==> src/hw/eicsv_pkg.sv <==
package eicsv_pkg;

   // Register bus widths.
   localparam int ADDR_W = 12;
   localparam int DATA_W = 8;

   // Register addresses.
   localparam logic [11:0] ADDR_IRQ_CONTROL = 12'h00B;
   localparam logic [11:0] ADDR_OPTION      = 12'h095;
   localparam logic [11:0] ADDR_PERIPH_EN2  = 12'h092;
   localparam logic [11:0] ADDR_RISE_EN     = 12'h391;
   localparam logic [11:0] ADDR_FALL_EN     = 12'h392;
   localparam logic [11:0] ADDR_CHG_FLAGS   = 12'h393;
   // Shadow copies sit in data bank 30, eight consecutive bytes from this base.
   localparam logic [11:0] ADDR_SHADOW_BASE = 12'hF64;
   localparam logic [11:0] ADDR_SHADOW_LAST = 12'hF6B;

   // Field positions inside the interrupt control register.
   localparam int CTRL_GLOBAL_EN = 7;
   localparam int CTRL_PERIPH_EN = 6;
   localparam int CTRL_EXT_EN    = 4;
   localparam int CTRL_CHANGE_EN = 3;
   localparam int CTRL_EXT_FLAG  = 1;
   localparam int CTRL_SUMMARY   = 0;
   // Field position of the edge select inside the option register.
   localparam int OPT_EDGE_SEL = 6;

   // Implemented bits of each register; others read as zero.
   localparam logic [7:0] PERIPH_EN2_MASK = 8'hEC;
   localparam logic [7:0] PORT_MASK       = 8'h3F;
   localparam logic [7:0] CTRL_WMASK      = 8'hDA;
   localparam logic [7:0] STATUS_SAVE     = 8'hE7;

   // Values after reset.
   localparam logic [7:0] CTRL_RESET   = 8'h00;
   localparam logic [7:0] OPTION_RESET = 8'hFF;
   localparam logic [7:0] REG_RESET    = 8'h00;

   // Core context that is shadowed on interrupt entry.
   typedef struct packed {
      logic [7:0] acc;
      logic [7:0] status;
      logic [7:0] bankSel;
      logic [7:0] ptr0Low;
      logic [7:0] ptr0High;
      logic [7:0] ptr1Low;
      logic [7:0] ptr1High;
      logic [7:0] pcHigh;
   } eicsv_ctx_t;

   // Writable bits of each shadow byte, in struct order.
   localparam logic [63:0] CTX_WMASK = 64'hFFE71FFFFFFFFF7F;

   // One register bus request.
   typedef struct packed {
      logic [11:0] addr;
      logic [7:0]  wdata;
      logic        wr;
      logic        rd;
   } eicsv_bus_t;

   // Halt sequencing states.
   typedef enum logic [1:0] {
      ST_RUN  = 2'b00,
      ST_HALT = 2'b01,
      ST_STEP = 2'b10
   } eicsv_state_t;

endpackage

==> src/hw/eicsv_irq_ctrl.sv <==
`timescale 1ns/1ps
// Contract
// - External pin edges interrupt only when enabled.
// - Edge select: one rising, zero falling.
// - Valid selected edge sets external flag.
// - Flag, global and pin enable vector.
// - Wake only from enables set before halt; periphEn2 bits are read live after halt, only whether any was set is captured.
// - Wake vectors if global enable, else continues.
// - One instruction after halt runs first.
// - Interrupt entry pushes return address.
// - Entry shadows context, status minus two bits.
// - Return restores every shadow copy.
// - Shadows readable and writable in bank 31; here they sit at 0xF64-0xF6B, in bank 30.
// - Peripheral interrupts need peripheral enable.
// - Rising enables arm pins, bits 7-6 zero.
// - Falling enables arm pins, bits 7-6 zero.
// - Armed edge sets pin flag and summary.
// - Pin flag set by armed matching edge.
// - Flags stay set until written zero.
module eicsv_irq_ctrl #(
   parameter int         PINS       = 6,
   parameter logic [7:0] WAKE_CAPABLE = 8'hE0
) (
   // Clock and reset.
   input  wire logic                  core_clk,
   input  wire logic                  reset_n,
   // Register port.
   input  wire eicsv_pkg::eicsv_bus_t regReq,
   output logic [7:0]                 readData,
   // Pins and peripheral flags.
   input  wire logic                  extPin,
   input  wire logic [PINS-1:0]       portaPin,
   input  wire logic [7:0]            periphFlags,
   // Core handshake.
   input  wire logic                  irqAccept,
   input  wire logic                  irqReturn,
   input  wire logic                  haltEnter,
   input  wire logic                  instrDone,
   input  wire logic [14:0]           pcIn,
   input  wire eicsv_pkg::eicsv_ctx_t liveCtx,
   // Requests and context toward the core.
   output logic                       vectorRequest,
   output logic                       wakeUp,
   output logic                       stepHold,
   output logic                       pushReturn,
   output logic [14:0]                returnAddr,
   output logic                       restoreValid,
   output eicsv_pkg::eicsv_ctx_t      restoreCtx
);

   logic [7:0]              ctrl;         // Interrupt control bits that software owns.
   logic                    extFlag;      // External pin flag.
   logic [7:0]              option;       // Option register, edge select inside.
   logic [7:0]              periphEn2;    // Second peripheral enable register.
   logic [7:0]              riseEn;       // Rising change enables.
   logic [7:0]              fallEn;       // Falling change enables.
   logic [7:0]              chgFlags;     // Per-pin change flags.
   eicsv_pkg::eicsv_ctx_t   shadow;       // Shadow context copies.
   eicsv_pkg::eicsv_state_t state;        // Halt sequencing state.
   logic [3:0]              haltEnables;  // Enables captured at halt entry.
   logic [PINS:0]           riseSeen;     // Settled rising edges, bit PINS is the external pin.
   logic [PINS:0]           fallSeen;     // Settled falling edges.
   logic                    extEdge;      // Edge of the selected polarity.
   logic [7:0]              chgSet;       // Armed edges this cycle.
   logic                    summary;      // OR of the pin flags.
   logic                    extPend;      // External request, enable applied.
   logic                    chgPend;      // Change request, enable applied.
   logic                    perPend;      // Peripheral request, enables applied.
   logic                    wakeCond;     // Some source may end the halt.
   logic                    entryClear;   // Hardware clears global enable on entry.
   logic                    returnSet;    // Hardware sets global enable on return.

   if (PINS < 1 || PINS > 6) begin : gBadPins
      $error("eicsv_irq_ctrl supports one to six port pins");
   end

   // Tests whether an address falls in the shadow window.
   function automatic logic isShadow(input logic [11:0] a);
      isShadow = (a >= eicsv_pkg::ADDR_SHADOW_BASE) && (a <= eicsv_pkg::ADDR_SHADOW_LAST);
   endfunction

   // Byte position in the packed shadow for an address in the window.
   function automatic logic [2:0] shadowIdx(input logic [11:0] a);
      logic [11:0] off;
      off = a - eicsv_pkg::ADDR_SHADOW_BASE;
      shadowIdx = 3'h7 - off[2:0];
   endfunction

   // Write strobe qualified for one register.
   function automatic logic wrHit(input eicsv_pkg::eicsv_bus_t r, input logic [11:0] a);
      wrHit = r.wr && (r.addr == a);
   endfunction

   // Pin synchronisers for the port pins and the external pin.
   eicsv_pin_edge #(
      .WIDTH   (PINS + 1)
   ) uPins (
      .core_clk (core_clk),
      .reset_n  (reset_n),
      .pinIn    ({extPin, portaPin}),
      .riseSeen (riseSeen),
      .fallSeen (fallSeen)
   );

   assign extEdge = option[eicsv_pkg::OPT_EDGE_SEL] ? riseSeen[PINS] : fallSeen[PINS];

   always_comb begin
      chgSet = 8'h00;
      chgSet[PINS-1:0] = (riseSeen[PINS-1:0] & riseEn[PINS-1:0]) | (fallSeen[PINS-1:0] & fallEn[PINS-1:0]);
   end

   assign summary = |chgFlags;

   assign extPend = extFlag && ctrl[eicsv_pkg::CTRL_EXT_EN];
   assign chgPend = summary && ctrl[eicsv_pkg::CTRL_CHANGE_EN];
   assign perPend = ctrl[eicsv_pkg::CTRL_PERIPH_EN] && |(periphFlags & periphEn2);

   assign wakeCond = (extFlag && haltEnables[0]) || (summary && haltEnables[1])
                  || (haltEnables[2] && |(periphFlags & periphEn2 & WAKE_CAPABLE & {8{haltEnables[3]}}));

   assign entryClear = irqAccept;
   assign returnSet  = irqReturn;

   // Interrupt control bits; entry clears and return sets the global enable.
   always_ff @(posedge core_clk or negedge reset_n) begin
      if (!reset_n) begin
         ctrl <= eicsv_pkg::CTRL_RESET;
      end else begin
         if (wrHit(regReq, eicsv_pkg::ADDR_IRQ_CONTROL)) begin
            ctrl <= regReq.wdata & eicsv_pkg::CTRL_WMASK;
         end
         if (entryClear) begin
            ctrl[eicsv_pkg::CTRL_GLOBAL_EN] <= 1'b0;
         end else if (returnSet) begin
            ctrl[eicsv_pkg::CTRL_GLOBAL_EN] <= 1'b1;
         end
      end
   end

   // external flag set wins over clear
   always_ff @(posedge core_clk or negedge reset_n) begin
      if (!reset_n) begin
         extFlag <= 1'b0;
      end else if (extEdge) begin
         extFlag <= 1'b1;
      end else if (wrHit(regReq, eicsv_pkg::ADDR_IRQ_CONTROL)) begin
         extFlag <= regReq.wdata[eicsv_pkg::CTRL_EXT_FLAG];
      end
   end

   // Plain configuration registers.
   always_ff @(posedge core_clk or negedge reset_n) begin
      if (!reset_n) begin
         option    <= eicsv_pkg::OPTION_RESET;
         periphEn2 <= eicsv_pkg::REG_RESET;
         riseEn    <= eicsv_pkg::REG_RESET;
         fallEn    <= eicsv_pkg::REG_RESET;
      end else begin
         if (wrHit(regReq, eicsv_pkg::ADDR_OPTION)) begin
            option <= regReq.wdata;
         end
         if (wrHit(regReq, eicsv_pkg::ADDR_PERIPH_EN2)) begin
            periphEn2 <= regReq.wdata & eicsv_pkg::PERIPH_EN2_MASK;
         end
         if (wrHit(regReq, eicsv_pkg::ADDR_RISE_EN)) begin
            riseEn <= regReq.wdata & eicsv_pkg::PORT_MASK;
         end
         if (wrHit(regReq, eicsv_pkg::ADDR_FALL_EN)) begin
            fallEn <= regReq.wdata & eicsv_pkg::PORT_MASK;
         end
      end
   end

   always_ff @(posedge core_clk or negedge reset_n) begin
      if (!reset_n) begin
         chgFlags <= eicsv_pkg::REG_RESET;
      end else if (wrHit(regReq, eicsv_pkg::ADDR_CHG_FLAGS)) begin
         chgFlags <= (regReq.wdata & eicsv_pkg::PORT_MASK & chgFlags) | chgSet;
      end else begin
         chgFlags <= chgFlags | chgSet;
      end
   end

   // Shadow copies: entry captures, software may rewrite them.
   always_ff @(posedge core_clk or negedge reset_n) begin
      if (!reset_n) begin
         shadow <= '0;
      end else if (irqAccept) begin
         shadow        <= liveCtx & eicsv_pkg::CTX_WMASK;
         shadow.status <= liveCtx.status & eicsv_pkg::STATUS_SAVE;
      end else if (regReq.wr && isShadow(regReq.addr)) begin
         shadow[shadowIdx(regReq.addr)*8 +: 8] <= regReq.wdata
                                                & eicsv_pkg::CTX_WMASK[shadowIdx(regReq.addr)*8 +: 8];
      end
   end

   // Read data, valid only in the cycle after the read strobe.
   always_ff @(posedge core_clk or negedge reset_n) begin
      if (!reset_n) begin
         readData <= 8'h00;
      end else if (regReq.rd) begin
         if (isShadow(regReq.addr)) begin
            readData <= shadow[shadowIdx(regReq.addr)*8 +: 8];
         end else begin
            case (regReq.addr)
               eicsv_pkg::ADDR_IRQ_CONTROL: readData <= ctrl | {6'h00, extFlag, summary};
               eicsv_pkg::ADDR_OPTION:      readData <= option;
               eicsv_pkg::ADDR_PERIPH_EN2:  readData <= periphEn2;
               eicsv_pkg::ADDR_RISE_EN:     readData <= riseEn;
               eicsv_pkg::ADDR_FALL_EN:     readData <= fallEn;
               eicsv_pkg::ADDR_CHG_FLAGS:   readData <= chgFlags;
               // Unmapped addresses read zero.
               default:                     readData <= 8'h00;
            endcase
         end
      end else begin
         readData <= 8'h00;
      end
   end

   // Halt sequencing: halt, wake, one instruction, then run.
   always_ff @(posedge core_clk or negedge reset_n) begin
      if (!reset_n) begin
         state       <= eicsv_pkg::ST_RUN;
         haltEnables <= 4'h0;
         wakeUp      <= 1'b0;
         stepHold    <= 1'b0;
      end else begin
         wakeUp <= 1'b0;
         case (state)
            eicsv_pkg::ST_RUN: begin
               if (haltEnter) begin
                  state       <= eicsv_pkg::ST_HALT;
                  haltEnables <= {ctrl[eicsv_pkg::CTRL_PERIPH_EN], |periphEn2,
                                  ctrl[eicsv_pkg::CTRL_CHANGE_EN], ctrl[eicsv_pkg::CTRL_EXT_EN]};
               end
            end
            eicsv_pkg::ST_HALT: begin
               if (wakeCond) begin
                  state    <= eicsv_pkg::ST_STEP;
                  wakeUp   <= 1'b1;
                  stepHold <= 1'b1;
               end
            end
            eicsv_pkg::ST_STEP: begin
               if (instrDone) begin
                  state    <= eicsv_pkg::ST_RUN;
                  stepHold <= 1'b0;
               end
            end
            default: begin
               state    <= eicsv_pkg::ST_RUN;
               stepHold <= 1'b0;
            end
         endcase
      end
   end

   // after waking, vector only with global enable
   always_ff @(posedge core_clk or negedge reset_n) begin
      if (!reset_n) begin
         vectorRequest <= 1'b0;
      end else begin
         vectorRequest <= (state == eicsv_pkg::ST_RUN) && !irqAccept && ctrl[eicsv_pkg::CTRL_GLOBAL_EN]
                          && (extPend || chgPend || perPend);
      end
   end

   always_ff @(posedge core_clk or negedge reset_n) begin
      if (!reset_n) begin
         pushReturn <= 1'b0;
         returnAddr <= 15'h0000;
      end else begin
         pushReturn <= irqAccept;
         if (irqAccept) begin
            returnAddr <= pcIn;
         end
      end
   end

   always_ff @(posedge core_clk or negedge reset_n) begin
      if (!reset_n) begin
         restoreValid <= 1'b0;
         restoreCtx   <= '0;
      end else begin
         restoreValid <= irqReturn;
         if (irqReturn) begin
            restoreCtx <= shadow;
         end
      end
   end
endmodule

==> src/hw/eicsv_pin_edge.sv <==
`timescale 1ns/1ps
// Brings outside pins into the clock domain and reports settled edges.
module eicsv_pin_edge #(
   parameter int WIDTH = 7
) (
   // Clock and reset.
   input  wire logic             core_clk,
   input  wire logic             reset_n,
   // Raw pins and edge pulses.
   input  wire logic [WIDTH-1:0] pinIn,
   output logic      [WIDTH-1:0] riseSeen,
   output logic      [WIDTH-1:0] fallSeen
);

   logic [WIDTH-1:0] syncA;   // First stage, read only by the second.
   logic [WIDTH-1:0] syncB;   // Second stage.
   logic [WIDTH-1:0] syncC;   // Third stage.
   logic [WIDTH-1:0] settled; // Last level on which stages two and three agreed.

   // Refuses a pin count that leaves nothing to synchronise.
   if (WIDTH < 1) begin : gBadWidth
      $error("eicsv_pin_edge needs at least one pin");
   end

   // Three flip-flop synchroniser per pin.
   always_ff @(posedge core_clk or negedge reset_n) begin
      if (!reset_n) begin
         syncA <= '0;
         syncB <= '0;
         syncC <= '0;
      end else begin
         syncA <= pinIn;
         syncB <= syncA;
         syncC <= syncB;
      end
   end

   // A change counts only once stages two and three agree.
   generate
      for (genvar i = 0; i < WIDTH; i++) begin : gPin
         always_ff @(posedge core_clk or negedge reset_n) begin
            if (!reset_n) begin
               settled[i]  <= 1'b0;
               riseSeen[i] <= 1'b0;
               fallSeen[i] <= 1'b0;
            end else begin
               riseSeen[i] <= (syncB[i] == syncC[i]) && syncC[i] && !settled[i];
               fallSeen[i] <= (syncB[i] == syncC[i]) && !syncC[i] && settled[i];
               if (syncB[i] == syncC[i]) begin
                  settled[i] <= syncC[i];
               end
            end
         end
      end
   endgenerate

endmodule

==> config.mk <==
export PLATFORM = sky130hd
export DESIGN_NAME = eicsv_irq_ctrl
export DESIGN_NICKNAME = d
export VERILOG_FILES = /design/src/hw/eicsv_pkg.sv /design/src/hw/eicsv_irq_ctrl.sv /design/src/hw/eicsv_pin_edge.sv
export SDC_FILE = /design/constraint.sdc
export NUM_CORES = 1
export LEC_CHECK = 0
export ABC_AREA = 1
export BUFFER_PORTS_ARGS = -buffer_cell sky130_fd_sc_hd__buf_4
export CORE_UTILIZATION = 55
export CTS_CLUSTER_DIAMETER = 100
export DETAILED_ROUTE_END_ITERATION = 7
export PLACE_DENSITY = 0.87
export RECOVER_POWER = 100
export SYNTH_ARGS = -nofsm -noshare
export SYNTH_HDL_FRONTEND = slang
export SYNTH_SLANG_ARGS = --single-unit
==> constraint.sdc <==
create_clock -name core_clk -period 3.11 [get_ports core_clk]
set_input_delay 0.622 -clock core_clk [delete_from_list [all_inputs] [get_ports core_clk]]
set_output_delay 0.622 -clock core_clk [all_outputs]
set_load 0.02 [all_outputs]
# After elaboration in Yosys (flattened, before gate mapping)
# Cells that the tools add are included.
# Widths: inputs -> output; s select.
classes:
  addsub: 3
  muxes: 22
  n_mul: 0
  eq_ne: 18
  shifts: 4
  reduce_logical: 75
  div_mod_pow: 0
  bitwise: 11
  n_lt_le_gt_ge: 2
ops:
  columns: ["operator", "n"]
  rows:
  - ["$mux 64", 2]
  - ["$bwmux 64", 1]
  - ["$shift 8x34->64 const A", 1]
  - ["$shiftx 64x7->8", 1]
  - ["$shiftx 64x7->8 const A", 1]
  - ["$shiftx 8x34->64", 1]
  - ["$pmux 8 s6", 1]
  - ["$logic_and 1x1->1", 45]
  - ["$eq 12x10->1 const B", 3]
  - ["$neg 6->34", 1]
  - ["$mux 8", 4]
  - ["$and 8x8->8", 3]
  - ["$eq 12x8->1 const B", 2]
  - ["$reduce_or 8->1", 3]
  - ["$or 8x6->8", 2]
  - ["$logic_not 1->1", 15]
  - ["$and 6x6->6", 2]
  - ["$eq 12x4->1 const B", 1]
  - ["$ge 12x12->1 const B", 1]
  - ["$le 12x12->1 const B", 1]
  - ["$mux 1", 9]
  - ["$and 6x8->8", 1]
  - ["$or 8x2->8", 1]
  - ["$eq 1x1->1", 7]
  - ["other kinds (17)", 26]
totals:
  out_inout_bits: 92
  regBits: 243
  memories: 0
  ram_bits: 0
  wordCells: 192
  rom_bits: 0
  inputBits: 122
  latchBits: 0

# Depth between registers and ports, before layout
logic_depth:
  depth_word: 8
  ltp_mapped: 12
  depth_no_buf: 10

# By module
# A second synthesis with hierarchy kept.
hier_totals:
  hier_cells: 1446
  hier_area_um2: 11404.7
by_module_without_submodules:
  columns: ["module", "n_inst", "cells_each", "seq_area_each_um2", "area_each_um2"]
  rows:
  - ["eicsv_irq_ctrl", 1, 1320, 4989.8, 9915.8]
  - ["eicsv_pin_edge", 1, 126, 1051.0, 1488.9]

# Worst setup path after synthesis
# OpenSTA, ideal clock, no wires.
synth_path:
  path_kind: "input-to-reg"
  start: "in regReq[11] (netlist name)"
  end: "reg shadow[32] (netlist name)"
  stages: 11
  setup_ns: 0.119
  path_slack_ns: 0.452
  t_required_ns: 2.991
  arrival_ns: 2.539
  path_cell_list: "buf_2 -> clkinv_1 -> clkbuf_1 -> ha_1 -> inv_1 -> buf_2 -> nand3_1 -> o21ai_1 -> nand2_2 -> nand2_1 -> nand2_1"
synth_between:
  elab_chain_len: 8
  word_cells_on_any_way: 15
  classes_between: "3 x add/sub; 2 x order compare; 3 x shift; 3 x mux; 1 x bitwise; 3 x reduce/logical"
synth_lines:
  columns: ["item", "line_no", "rtl"]
  rows:
  - ["start, declared", "eicsv_irq_ctrl.sv:28", "input wire eicsv_pkg::eicsv_bus_t regReq,"]
  - ["$sub 3x3->3", "eicsv_irq_ctrl.sv:85", "off = a - eicsv_pkg::ADDR_SHADOW_BASE;"]
  - ["$sub 3x3->3", "eicsv_irq_ctrl.sv:86", "shadowIdx = 3'h7 - off[2:0];"]
  - ["$shiftx 64x7->8", "eicsv_irq_ctrl.sv:193", "& eicsv_pkg::CTX_WMASK[shadowIdx(regReq.addr)*8 +: 8];"]
  - ["$and 8x8->8", "eicsv_irq_ctrl.sv:193", null]
  - ["$shiftx 8x34->64", "eicsv_irq_ctrl.sv:192", "shadow[shadowIdx(regReq.addr)*8 +: 8] <= regReq.wdata"]
  - ["$bwmux 64", "eicsv_irq_ctrl.sv:192", null]
  - ["$mux 64", "eicsv_irq_ctrl.sv:191", "end else if (regReq.wr && isShadow(regReq.addr)) begin"]
  - ["$mux 64", "eicsv_irq_ctrl.sv:188", "end else if (irqAccept) begin"]
  - ["end signal, assigned", "eicsv_irq_ctrl.sv:189", "shadow <= liveCtx & eicsv_pkg::CTX_WMASK;"]
  - ["end signal, assigned by index", "eicsv_irq_ctrl.sv:192", null]
  - ["end, declared", "eicsv_irq_ctrl.sv:58", "eicsv_pkg::eicsv_ctx_t shadow;"]
# Several ways; a longest one is shown, not always the timed one. The select of a mux whose other input is x is not followed.
# A chain may end at the register's enable or synchronous reset.

# Worst setup path after layout
layout_path:
  start: "in regReq[10] (netlist name)"
  end: "reg shadow[48] (netlist name)"
# Same word-level chain as after synthesis.

==> summary.md <==
| Metric | Value |
|---|---|
| Status | `finished with violations` |
| Violations in the final reports | `max-capacitance violations, max-slew violations` |
| Worst hold slack | `about 220 ps` |
| VDD IR max | `0.000543 V` |
| Detailed placer's ending HPWL | `24900 microns` |
| # setup viols final | `0` |
| Total number of vias | `10800` |
| Layout cell share with drive strength beyond 1 | `0.115` |
| Die Y | `146 microns` |
| Final GP Congestion | `0.962` |
| Power per Cell Area | `584 nW/um^2` |
| Cts repair resizes | `0` |
| Largest net degree at the start of global routing | `98` |
| Synth cell types | `37` |
| Seq cells post-synth | `between 200 and 250` |
| Hold Path Depth | `1` |
| Fmax | `roughly 380 MHz` |
| Total Nets Final | `1786` |
| H-tree depth | `1` |
| Routed wire length | `34500 microns` |
| Via/cell ratio | `5.58` |
| Commonest cells in the netlist | `nand2_1 (618), dfrtp_1 (233), nand3_1 (163)` |
| Ant diodes | `0` |
| DR iter-0 viols | `1011` |
| Count leader, synth | `nand2_1` |
| Area leader, netlist | `dfrtp_1` |
| Top post-synthesis cells by area | `dfrtp_1 (51%), nand2_1 (20%), nand3_1 (7.2%)` |
| Worst Skew | `8.22 ps` |
| CP Max Fanout | `16` |
| Syn Inst Count | `about 1400` |
| Die area | `about 21000 sq um` |
| CTS tree | `built` |
| Cts-stage hold buffer count | `0` |
| Setup Fix Bufs, Post-CTS | `0` |
| Max Cap Viol | `3` |
| Crit path launch type | `input port` |
| Post-synth EDFFs | `0` |
| Number of global-route vias before repair | `10400` |
| Rows | `52` |
| Flop2flop setup slack | `1760 ps` |
| Setup TNS | `0 ps` |
| First-pass GRT wire length | `55200 microns` |
| Worst R2R Path Depth | `6` |
| Area added between synthesis and finish | `20.3%` |
| DP Cell Count | `1886` |
| Reg clk slew, reported paths | `around 60 ps` |
| Cell area after synthesis | `11400 sq um` |
| Antenna-violating nets left | `0` |
| Clock buffer count from CTS | `25` |
| DR WL/cell | `17.8 microns` |
| Fin cells | `just under 2000` |
| RSZ-0062 raised after global routing | `no` |
| Worst R2R End | `readData[6]$_DFF_PN0_` |
| Port Buffer Count | `204` |
| CTS Sinks | `241` |
| Post-synth ARST share | `1.00` |
| Max transition margin | `-0.622` |
| Post-synth top area share | `0.513` |
| Total grt overflow | `0` |
| Clk_lat worst skew | `530 ps` |
| Gr usage total | `0.331` |
| WHS Endpoint | `uPins.syncA[0]$_DFF_PN0_` |
| Most used DFF post-synth | `dfrtp_1` |
| Core region area | `about 20000 sq um` |
| Worst hold start | `portaPin[0]` |
| Setup Crit Path Kind | `input port to flop` |
| Crit Reg-Reg Startpoint | `shadow[62]$_DFFE_PN0P_` |
| Die span in x | `146 microns` |
| Slew Viols, Final | `255` |
| Num ports | `214` |
| Final Hold Fails | `0` |
| Initial Utilization | `0.562` |
| DRC | `0` |
| Yosys warnings | `0` |
| Post-synthesis sequential area ratio | `0.531` |
| Post-route clock period utilization | `0.850` |
| Critical path required time | `3520 ps` |
| Clock buffer depth | `3` |
| Avg Inst Size Synth | `~7.9 sq um` |
| Min Tclk post-route | `2640 ps` |
| Initial antenna violation count | `0` |
| Leakage power | `about 7 nW` |
| Crit path arrival time | `between 3000 and 4000 ps` |
| Drt pass-1 iters | `8` |
| Syn Nets | `1585` |
| Hold crit path type | `input port to flop` |
| CP Capture Type | `flop` |
| Worst-margin pin slew | `2430 ps` |
| Clock root buffer | `clkbuf_16` |
cells in the final DEF (no fill, tap or decap), drive strengths merged, types with 3 or more instances in the layout:
cell type,instances
a21oi,9
a22oi,5
a31oi,3
buf,122
bufinv,4
clkbuf,150
clkinv,3
dfrtp,233
dfstp,8
ha,21
inv,85
nand2,624
nand3,166
nand4,17
nor2,80
nor3,9
nor4,5
o21a,8
o21ai,96
o31ai,6
sequential cells by signal (all words and copies together) (netlist names), 2 cells and up:
name,count
restoreCtx,64
shadow,64
returnAddr,15
option,8
readData,8
uPins.fallSeen,7
uPins.riseSeen,7
uPins.settled,7
uPins.syncA,7
uPins.syncB,7
uPins.syncC,7
chgFlags,6
fallEn,6
riseEn,6
ctrl,5
periphEn2,5
haltEnables,4
state,2
report_power, final:
group | switching, mW | internal, mW | total (mW)
combinational | 0.778 | 0.368 | 1.15
clock | 1.23 | 1.98 | 3.22
sequential | 0.202 | 3.42 | 3.62
total | 2.21 | 5.77 | 7.98
critical path: stages:
cell and delay [ps]:
clkbuf_2 300, ha_1 320, nand2_1 70, nand2_1 60, nand3_1 120, nor2_4 110
nand2_1 150, nand2_1 540, nand2_1 400, o21ai_0 360
worst max-delay path by stage:
stage	start	slack, ps	endpoint	depth (start not counted)
after floorplan	regReq[11]	450	shadow[32]$_DFFE_PN0P_	11
after global placement	regReq[11]	350	shadow[8]$_DFFE_PN0P_	9
after detailed placement	regReq[11]	340	shadow[10]$_DFFE_PN0P_	9
after CTS	regReq[11]	870	shadow[10]$_DFFE_PN0P_	9
after global routing	regReq[10]	340	shadow[48]$_DFFE_PN0P_	10
final	regReq[10]	470	shadow[48]$_DFFE_PN0P_	10
through the flow:
step / util / total power, mW / setup WS [ps] / cell area, sq um
3_5_place_dp: 0.653 / 4.91 / 345 / 13200
5_1_grt: 0.676 / 8.29 / 337 / 13700
4_1_cts: 0.697 / 8.13 / 874 / 14100
2_1_floorplan: - / 4.29 / 452 / 11400
3_3_place_gp: 0.653 / 4.87 / 348 / 13200
6_report: 0.676 / 7.98 / 468 / 13700
kinds of logic after synthesis:
group / count (synthesis) / synth area share
flops: 241 / 0.531
simple gates: 905 / 0.330
compound gates: 129 / 0.0622
buf+inv: 145 / 0.0520
fa+ha+maj: 21 / 0.0231
mux: 1 / 0.000881
area by class of cell:
cell class                      count  area [sq um]
Fill cell                        1686          6560
Sequential cell                   241          6040
Multi-Input combinational cell   1056          4690
Timing Repair Buffer              233          1390
Clock buffer                       39           748
Tap cell                          270           338
Inverter                           86           323
Clock inverter                      7           141
layer usage:
metal	global-route usage	routed length, microns	up-vias
li1	-	-	5026
met1	0.455	13900	5058
met2	0.542	16100	585
met3	0.0508	3230	102
met4	0.110	1260	0
met5	0	0	-
(Power assumes the default switching activity.)
